## src/core/avsw_params.svh

```systemverilog
// Constants for the switch control block.
// Assumes inclusion by bare name from the package and the modules.
`ifndef AVSW_PARAMS_SVH
`define AVSW_PARAMS_SVH
`define AVSW_ADDR_HI      4'h9
`define AVSW_CTRL_RESET   8'h00
`define AVSW_STRAP_PIN    3'h7
`define AVSW_BIT_AA1      7
`define AVSW_BIT_AA2      6
`define AVSW_BIT_AB1      5
`define AVSW_BIT_AB2      4
`define AVSW_BIT_V1       3
`define AVSW_BIT_V2       2
`define AVSW_BIT_GAIN     1
`define AVSW_BIT_GATE     0
`define AVSW_CNT_ZERO     4'h0
`define AVSW_CNT_LAST     4'h7
`define AVSW_CNT_ACK      4'h8
// Supply pulse, disable pin and straps park low in reset; constant bit high
`define AVSW_PIN_SYNC_RESET 6'h01
`endif

```

## src/core/avsw_pkg.sv

```systemverilog
// Types shared by the switch control block.
// Assumes avsw_params.svh is on the include path.
`include "avsw_params.svh"
package avsw_pkg;
    typedef struct packed {
        logic a_src1;
        logic a_src2;
        logic b_src1;
        logic b_src2;
        logic v_src1;
        logic v_src2;
        logic gain2;
        logic enable;
    } avsw_switch_type;

    typedef enum logic [4:0] {
        AVSW_IDLE = 5'h01,
        AVSW_ADDR = 5'h02,
        AVSW_AACK = 5'h04,
        AVSW_DATA = 5'h08,
        AVSW_DACK = 5'h10
    } avsw_state_type;
endpackage : avsw_pkg

```

## src/core/avsw_ctrl.sv

```systemverilog
// Write-only two-wire slave and switch control for a video/audio switch.
// Assumes bus lines, straps and disable pin are asynchronous pins; the
// supply monitor pulse arrives on i_bor_pulse. Open-drain data out.
//
// Operation
// Three strap pins set the low three address bits, high is one.
// All straps high disables bus addressing, enters pin-controlled mode.
// Pin mode: data line high selects sources I, low sources II.
// Pin mode: clock line high gives gain two, low gain one.
// Pin mode: disable pin high forces all switches off.
// Address 1001 plus straps; frame is address, direction, ack, byte, ack.
// Master sends direction zero; no read-back exists.
// Device pulls acknowledge low after matching address and after data.
// Bits 7..4 connect audio inputs to audio outputs a and b.
// Bits 3 and 2 connect video inputs I and II.
// Bit 1 selects video gain two when set, one when clear.
// Each switch connects one of two inputs or goes off; bus mode sets both source bits of a switch on when both are written high.
// Bit 0 clear and disable pin high turns all outputs off.
// Bit 0 clear, pin low: outputs follow last written bits 7..1.
// Bit 0 set: disable pin ignored, outputs follow bits 7..1.
// Power-up reset clears the control byte; switches start off.
// Brown-out pulse clears the control byte like power-up.
// Pin mode takes switch positions straight from line levels.
// New byte applies after its acknowledge; aborted frames change nothing.
// Reset pulse is accepted as an asynchronous input clearing the byte.
`timescale 1ns/10ps
module avsw_ctrl
    import avsw_pkg::*;
(
    input  wire logic        i_sys_clk,
    input  wire logic        i_resetn,
    input  wire logic        i_bor_pulse,
    input  wire logic        i_scl,
    input  wire logic        i_sda,
    input  wire logic [2:0]  i_subaddr_strap,
    input  wire logic        i_off_pin,
    output logic             o_sda,
    output logic             o_sda_oe,
    output avsw_switch_type  o_switch,
    output logic             o_pin_mode
);
    typedef struct packed {
        avsw_state_type  state;
        logic [3:0]      count;
        logic [7:0]      shift;
        logic [7:0]      ctrl;
        logic            ack_drive;
        logic            scl_d;
        logic            sda_d;
        logic            bor_d;
        avsw_switch_type sw;
        logic            pin_mode;
    } avsw_ctrl_type;

    avsw_ctrl_type cur;
    avsw_ctrl_type next_cur;

    logic [5:0] sync_out;
    logic       scl_s;
    logic       sda_s;
    logic       off_s;
    logic       bor_s;
    logic [2:0] strap_s;
    logic       scl_rise;
    logic       scl_fall;
    logic       start_seen;
    logic       stop_seen;
    logic       pin_mode_now;
    logic       gate_off;

    // Every pin, reset pulse included, crosses through two flops.
    // Parked low in reset: a high park faked pin mode and a supply edge.
    avsw_sync #(
        .WIDTH     (6),
        .RESET_VAL (`AVSW_PIN_SYNC_RESET)
    ) u_sync (
        .i_sys_clk (i_sys_clk),
        .i_resetn  (i_resetn),
        .i_async   ({i_bor_pulse, i_off_pin, i_subaddr_strap, 1'b1}),
        .o_sync    (sync_out)
    );

    avsw_sync #(
        .WIDTH (2)
    ) u_sync_bus (
        .i_sys_clk (i_sys_clk),
        .i_resetn  (i_resetn),
        .i_async   ({i_scl, i_sda}),
        .o_sync    ({scl_s, sda_s})
    );

    assign bor_s   = sync_out[5];
    assign off_s   = sync_out[4];
    assign strap_s = sync_out[3:1];

    assign scl_rise     = scl_s & ~cur.scl_d;
    assign scl_fall     = ~scl_s & cur.scl_d;
    assign start_seen   = scl_s & cur.scl_d & cur.sda_d & ~sda_s;
    assign stop_seen    = scl_s & cur.scl_d & ~cur.sda_d & sda_s;
    assign pin_mode_now = (strap_s == `AVSW_STRAP_PIN);

    always_comb begin
        next_cur       = cur;
        next_cur.scl_d = scl_s;
        next_cur.sda_d = sda_s;
        next_cur.bor_d = bor_s;
        next_cur.pin_mode = pin_mode_now;
        gate_off = 1'b0;

        if (pin_mode_now) begin
            // Bus logic held idle; lines are read as levels
            next_cur.state     = AVSW_IDLE;
            next_cur.ack_drive = 1'b0;
        end else if (start_seen) begin
            next_cur.state     = AVSW_ADDR;
            next_cur.count     = `AVSW_CNT_ZERO;
            next_cur.ack_drive = 1'b0;
        end else if (stop_seen) begin
            // Partial byte is dropped, stored byte kept
            next_cur.state     = AVSW_IDLE;
            next_cur.ack_drive = 1'b0;
        end else begin
            case (cur.state)
                AVSW_IDLE: begin
                    next_cur.ack_drive = 1'b0;
                end
                AVSW_ADDR: begin
                    if (scl_rise) begin
                        next_cur.shift = {cur.shift[6:0], sda_s};
                        next_cur.count = cur.count + 4'h1;
                    end
                    if (scl_fall && cur.count == `AVSW_CNT_ACK) begin
                        // Only writes to 1001 plus straps are acknowledged
                        if (cur.shift == {`AVSW_ADDR_HI, strap_s, 1'b0}) begin
                            next_cur.state     = AVSW_AACK;
                            next_cur.ack_drive = 1'b1;
                        end else begin
                            next_cur.state = AVSW_IDLE;
                        end
                    end
                end
                AVSW_AACK: begin
                    if (scl_fall) begin
                        next_cur.state     = AVSW_DATA;
                        next_cur.count     = `AVSW_CNT_ZERO;
                        next_cur.ack_drive = 1'b0;
                    end
                end
                AVSW_DATA: begin
                    if (scl_rise) begin
                        next_cur.shift = {cur.shift[6:0], sda_s};
                        next_cur.count = cur.count + 4'h1;
                    end
                    if (scl_fall && cur.count == `AVSW_CNT_ACK) begin
                        next_cur.state     = AVSW_DACK;
                        next_cur.ack_drive = 1'b1;
                    end
                end
                AVSW_DACK: begin
                    if (scl_fall) begin
                        // Commit only once the acknowledge clock ends
                        next_cur.ctrl      = cur.shift;
                        next_cur.state     = AVSW_IDLE;
                        next_cur.ack_drive = 1'b0;
                    end
                end
                default: begin
                    next_cur.state = AVSW_IDLE;
                end
            endcase
        end

        // Supply pulse clears the byte whatever the bus is doing
        if (bor_s && !cur.bor_d) begin
            next_cur.ctrl      = `AVSW_CTRL_RESET;
            next_cur.state     = AVSW_IDLE;
            next_cur.ack_drive = 1'b0;
        end

        if (pin_mode_now) begin
            gate_off              = off_s;
            next_cur.sw.a_src1    = sda_s;
            next_cur.sw.b_src1    = sda_s;
            next_cur.sw.v_src1    = sda_s;
            next_cur.sw.a_src2    = ~sda_s;
            next_cur.sw.b_src2    = ~sda_s;
            next_cur.sw.v_src2    = ~sda_s;
            next_cur.sw.gain2     = scl_s;
        end else begin
            // Gate bit set makes the disable pin irrelevant
            gate_off = ~cur.ctrl[`AVSW_BIT_GATE] & off_s;
            next_cur.sw.a_src1 = cur.ctrl[`AVSW_BIT_AA1];
            next_cur.sw.a_src2 = cur.ctrl[`AVSW_BIT_AA2];
            next_cur.sw.b_src1 = cur.ctrl[`AVSW_BIT_AB1];
            next_cur.sw.b_src2 = cur.ctrl[`AVSW_BIT_AB2];
            next_cur.sw.v_src1 = cur.ctrl[`AVSW_BIT_V1];
            next_cur.sw.v_src2 = cur.ctrl[`AVSW_BIT_V2];
            next_cur.sw.gain2  = cur.ctrl[`AVSW_BIT_GAIN];
        end
        // Enable low means every output off (high impedance)
        next_cur.sw.enable = ~gate_off;
    end

    always_ff @(posedge i_sys_clk) begin
        if (!i_resetn) begin
            cur.state     <= AVSW_IDLE;
            cur.count     <= `AVSW_CNT_ZERO;
            cur.shift     <= `AVSW_CTRL_RESET;
            cur.ctrl      <= `AVSW_CTRL_RESET;
            cur.ack_drive <= 1'b0;
            cur.scl_d     <= 1'b1;
            cur.sda_d     <= 1'b1;
            cur.bor_d     <= 1'b0;
            cur.sw        <= '0;
            cur.pin_mode  <= 1'b0;
        end else begin
            cur <= next_cur;
        end
    end

    // Open drain: only ever pulls low
    assign o_sda      = 1'b0;
    assign o_sda_oe   = cur.ack_drive;
    assign o_switch   = cur.sw;
    assign o_pin_mode = cur.pin_mode;
endmodule : avsw_ctrl

```

## src/core/avsw_sync.sv

```systemverilog
// Two-flip-flop level synchroniser per bit.
// Assumes inputs are asynchronous to i_sys_clk.
`timescale 1ns/10ps
module avsw_sync
    import avsw_pkg::*;
#(
    parameter int               WIDTH     = 1,
    parameter logic [WIDTH-1:0] RESET_VAL = '1
) (
    input  wire logic             i_sys_clk,
    input  wire logic             i_resetn,
    input  wire logic [WIDTH-1:0] i_async,
    output logic      [WIDTH-1:0] o_sync
);
    logic [WIDTH-1:0] stage1;
    logic [WIDTH-1:0] stage2;

    genvar g;
    generate
        for (g = 0; g < WIDTH; g++) begin : g_bit
            always_ff @(posedge i_sys_clk) begin
                if (!i_resetn) begin
                    stage1[g] <= RESET_VAL[g];
                    stage2[g] <= RESET_VAL[g];
                end else begin
                    stage1[g] <= i_async[g];
                    stage2[g] <= stage1[g];
                end
            end
        end
    endgenerate

    assign o_sync = stage2;
endmodule : avsw_sync

```

## config.mk

```make
export PLATFORM = sky130hd
export DESIGN_NAME = avsw_ctrl
export DESIGN_NICKNAME = d
export VERILOG_FILES = /design/src/core/avsw_pkg.sv /design/src/core/avsw_ctrl.sv /design/src/core/avsw_sync.sv
export VERILOG_INCLUDE_DIRS = /design/src /design/src/core
export SDC_FILE = /design/constraint.sdc
export NUM_CORES = 1
export LEC_CHECK = 0
export BUFFER_PORTS_ARGS = -buffer_cell sky130_fd_sc_hd__buf_2
export CORE_UTILIZATION = 30
export CTS_CLUSTER_SIZE = 24
export DETAILED_ROUTE_END_ITERATION = 8
export PLACE_DENSITY = 0.56
export SYNTH_ARGS = -nofsm -noshare
export SYNTH_HDL_FRONTEND = slang
export SYNTH_SLANG_ARGS = --single-unit
```

## constraint.sdc

```tcl
create_clock -name i_sys_clk -period 2.36 [get_ports i_sys_clk]
set_input_delay 0.236 -clock i_sys_clk [delete_from_list [all_inputs] [get_ports i_sys_clk]]
set_output_delay 0.236 -clock i_sys_clk [all_outputs]
set_load 0.01 [all_outputs]
```

* Yosys cells after proc, flatten, opt, wreduce, memory -nomap -nowiden *
Cells that the tools add are included.

word-level totals
  register bits after elaboration = 52
  input bits = 9
  output and inout bits = 11
  logic and storage cells = 121

cells by class
  add/subtract/negate cells = 1
  equality and inequality tests = 22
  muxes and demuxes = 31
  bitwise gates (word level) = 19
  reduce and logical (&&, ||, !) cells = 16

operators with widths
  cell                                                                      number
  9-bit two-way mux                                                         9
  12-bit two-way mux                                                        4
  5-bit case mux with 5 select lines                                        1
  20-bit two-way mux                                                        1
  5-bit AND reduction                                                       4
  8-bit two-way mux                                                         2
  4-bit inequality test (second input constant)                             4
  5-bit two-way mux                                                         3
  2-bit inequality test (second input constant)                             6
  1-bit NOT                                                                 11
  5-bit inequality test (second input constant)                             2
  1-bit bitwise AND                                                         8
  8-bit == test                                                             1
  4-bit case mux with 2 select lines                                        1
  7-bit two-way mux                                                         1
  6-bit two-way mux                                                         1
  6-bit AND reduction                                                       1
  5-bit by 1-bit == test with 1-bit output (second input constant)          1
  5-bit by 2-bit == test with 1-bit output (second input constant)          1
  5-bit by 3-bit == test with 1-bit output (second input constant)          1
  5-bit by 4-bit == test with 1-bit output (second input constant)          1
  5-bit == test (second input constant)                                     1
  1-bit two-way mux                                                         5
  5-bit by 1-bit inequality test with 1-bit output (second input constant)  1
  16 further kinds                                                          18

* Logic depth before layout (Yosys ltp) *
  depth in word-level cells = 10
  gate-level depth with buffers = 6
  gate-level depth less buffers = 6

* By module *
Synthesis repeated with hierarchy kept, for this count alone.

second synthesis, totals
  cells, all modules = 246
  area total of the unflattened synthesis = 2254.7 um^2

modules (own cells, without submodules)
  module                   instances  cells an instance  area an instance (um^2)  seq. area each (um^2)
  avsw_ctrl                1          213                1815.5                   760.7
  avsw_sync at u_sync      1          25                 334.1                    240.2
  avsw_sync at u_sync_bus  1          8                  105.1                    80.1

* Worst setup path after synthesis *
No wires, ideal clock.

  path kind = register -> register
  start point = register cur[33] (netlist bit)
  end point = register cur, in the netlist o_sda_oe
  library setup time = 0.087 ns
  arrival time = 1.766 ns
  data required time = 2.273 ns
  path slack = 0.507 ns
  cell stages (with the launch flop) = 6
  buffers on the path = 0
  period minus slack after synthesis = 1.853 ns
  cell sequence = dfxtp_1 -> or3_4 -> or3_4 -> a31o_1 -> or3_1 -> a221oi_2

between the ends
  word-level cells in the longest chain between the ends = 3
  elaborated cells on any way between the ends = 13
  those cells by class = eq/ne (10); mux (1); reduce/logical (2)

ends and longest elaborated chain
  what                                                                  RTL line          RTL
  start: declaration                                                    avsw_ctrl.sv:55   avsw_ctrl_type cur;
  start signal: assignment                                              avsw_ctrl.sv:217  cur <= next_cur;
  5-bit == test, or another cell as far along                           avsw_ctrl.sv:123  case (cur.state)
  5-bit inequality test (no source line), or another cell as far along  --
  6-bit AND reduction (no source line)                                  --

Parallel ways exist; a longest one is shown, timed or not.
A chain may end at the register's enable or synchronous reset.

* Worst setup path in the final report *
  start point = register cur[34] (netlist bit)
  end point = register cur[29] (netlist bit)

between the ends
  word-level cells in the longest chain between the ends = 5
  elaborated cells on any way between the ends = 11
  those cells by class = eq/ne (5); mux (3); reduce/logical (3)

ends and longest elaborated chain
  what                                                                                                         RTL line          RTL
  5-bit by 4-bit == test with 1-bit output / 5-bit by 2-bit == test with 1-bit output (equally long branches)  avsw_ctrl.sv:123
  2-bit OR reduction (no source line)                                                                          --
  4-bit case mux with 2 select lines                                                                           avsw_ctrl.sv:123
  20-bit two-way mux                                                                                           avsw_ctrl.sv:118  end else if (stop_seen) begin
  6-bit two-way mux                                                                                            avsw_ctrl.sv:114  end else if (start_seen) begin

Parallel ways exist; a longest one is shown, timed or not. The select of a mux whose other input is x is not followed.

==> flow_summary.ini <==
[run_status]
outcome = finished, final reports clean

[synth]
synthAdderAreaFrac_pct = 1.13
async_flop_share_pct = 0
ys_seq_area_share_pct = 47.0
yosysMostFrequentCell = dfxtp_1
netlist_area_sq_mm = 0.00221
ys_types = 48
synthSimpleGateAreaFrac_pct = 25.3
synth_edf_count = 0
ys_top_cells_by_count = dfxtp_1, nand2_1, nor2_1
synth_top_family_by_area = simple AND/OR/NAND/NOR gates
yosys-top-cells-area = dfxtp_1, nand2_1, a21oi_1
synthCells = 250
synth_mux_area_share_pct = 3.62
syn_area_per_cell_sq_um = 8.86
yosysWarnings = 0
yosys_register_bits = 52
synth_ff_type = dfxtp_1
synth_compound_area_share_pct = 14.1
synth_top_cell_by_area = dfxtp_1
synth-xor-area-share_pct = 2.37
synth_fp_nets = 261
synth_top_area_share_pct = 47.0

[timing]
finalHoldViolCount = 0
fmax_mhz = 495
finalCriticalPeriod_ns = 2.02
skew_ns = 0.00964
worstMarginPinSlew_ns = 0.624
rsz0062_at_grt = false
setup-tns-final_ns = 0
drv_slew = 0
slew_headroom_pct = 58.4
period_share_pct = 85.6
setup_violations = 0

[route]
drtIter0Drc = 90
route.detailed.drc = 0
num_vias = 1723
drtPass1Iterations = 4
vias_per_cell = 4.79
drt_wl_total_um = 4390
ant_nets = 0
avgRoutedWirePerCell_um = 12.2

[power_and_ir_drop]
worst_ir_drop_vdd_mv = 0.262
power_density_mw_per_mm2 = 614
leakage_uw = 0.000971

[place]
routabilityCongestion = 0.964
post-dp-hpwl_um = 3180
dp.cells = 352
portBuffers = 18
placed_area_sq_mm = 0.00237

[finish]
finalInstanceArea_sq_mm = 0.00246
nets = 274
stdcell_count = 360
drive_gt1_share_pct = 14.4
antenna_cells = 0
syn2layout_area_growth_pct = 11.1

[clocking]
cts_setup_buffers = 0
clock_latency_ns = 0.31
root_buffer = clkbuf_8
cts_tree = yes
cts_buffer_depth = 2
htreeDepth = 2
ctsResizeCount = 0
postCtsHoldBufs = 0
clk_pin_slew_worst_paths_ns = 0.10
cts_buffers = 5
clock_sinks = 52

[die]
ioPinCount = 20
initial_core_util_pct = 31.9
die_h_um = 87.9
num_rows = 30
coreArea_sq_mm = 0.00694
die_x_um = 87.9
die-area_sq_mm = 0.00773

[global_routing]
grt_usage_pct = 12.5
gr-total-overflow = 0
antenna_found_initial = 0
grt_max_degree = 19
grt_pass1_wl_um = 7320
grt_pass1_vias = 1550

[min_path]
hp-start = i_sda
hold_depth = 2
hp-class = input pin to register

[setup_path]
r2r_cells = 5
cp-start-kind = register
cp.required_ns = 2.60
startpoint = cur[34]
cp_max_fo = 9
crit_arrival_ns = 2.26
criticalPathCategory = register to register
r2r_start = cur[34]
crit_path_end_kind = register

[job]
cap_viol_max_count = 0
## per-stage QoR
step | worst slack [ns] | utilization (%) | power, uW | hold WS, ns
3_5_place_dp | 0.412 | 34.1 | 996 | 0.395
2_1_floorplan | 0.507 | - | 974 | 0.337
3_3_place_gp | 0.456 | 34.1 | 995 | 0.390
6_report | 0.340 | 35.4 | 1510 | 0.105
5_1_grt | 0.193 | 35.4 | 1580 | 0.0976
4_1_cts | 0.372 | 35.4 | 1530 | 0.101
## critical path, cell delays in order (launching register included)
cell and delay, ns:
dfxtp_1 0.41, xnor2_1 0.37, nor2_1 0.19, a222oi_1 0.64, o21ai_0 0.19, a21oi_1 0.16
## power breakdown
group          total (uW)  internal (uW)  switching [uW]  leakage [uW]
clock                 537            217             320     0.0000452
sequential            903            892            10.7      0.000423
combinational        72.4           29.1            43.3      0.000503
total                1510           1140             374      0.000971
## worst paths after layout
path                                to  slack (ns)
setup / recovery               cur[29]        0.34
hold / removal    u_sync_bus.stage1[0]        0.10
setup reg to reg               cur[29]        0.34
hold reg to reg            o_switch[0]        0.41
## kinds of logic after synthesis
family / count (synthesis)
AO/OA/AOI/OAI: 48
XOR/XNOR: 6
adder cells (fa/ha/maj): 2
buffers and inverters: 28
flip-flops: 52
multiplexers: 8
other: 1
AND/OR/NAND/NOR: 105
## routing by layer
| layer | vias up | wire (um) | track usage (%) | share of wire, % |
|---|---|---|---|---|
| met2 | 40 | 1980 | 20.1 | 45 |
| li1 | 876 | - | - | - |
| met3 | 10 | 183 | 3.11 | 4.2 |
| met4 | 0 | 99 | 5.07 | 2.3 |
| met5 | - | 0 | 0 | 0 |
| met1 | 797 | 2130 | 15.9 | 48 |
## cell type report
class	count	area, sq um
repair buffers	24	135
well taps	96	120
multi-input cells	170	1030
flip-flops and latches	52	1040
fillers	719	4480
inverters	10	37.5
clock inverters	3	25.0
clock buffers	5	68.8
## placed cells by master, fill, tap and decap left out, types with 3 or more instances in the layout
cell and n:
and2_1 12, o21ai_0 11, inv_1 9, clkbuf_8 5
nor3_1 3, mux2i_1 8, buf_4 6, buf_2 18
nor2b_1 3, xnor2_1 5, nand2_1 25, a211oi_1 3
dfxtp_1 52, a21oi_1 17, nand3_1 14, or3_1 6
nor2_1 20, nand2b_1 9
Power figures use the tool's default switching activity.
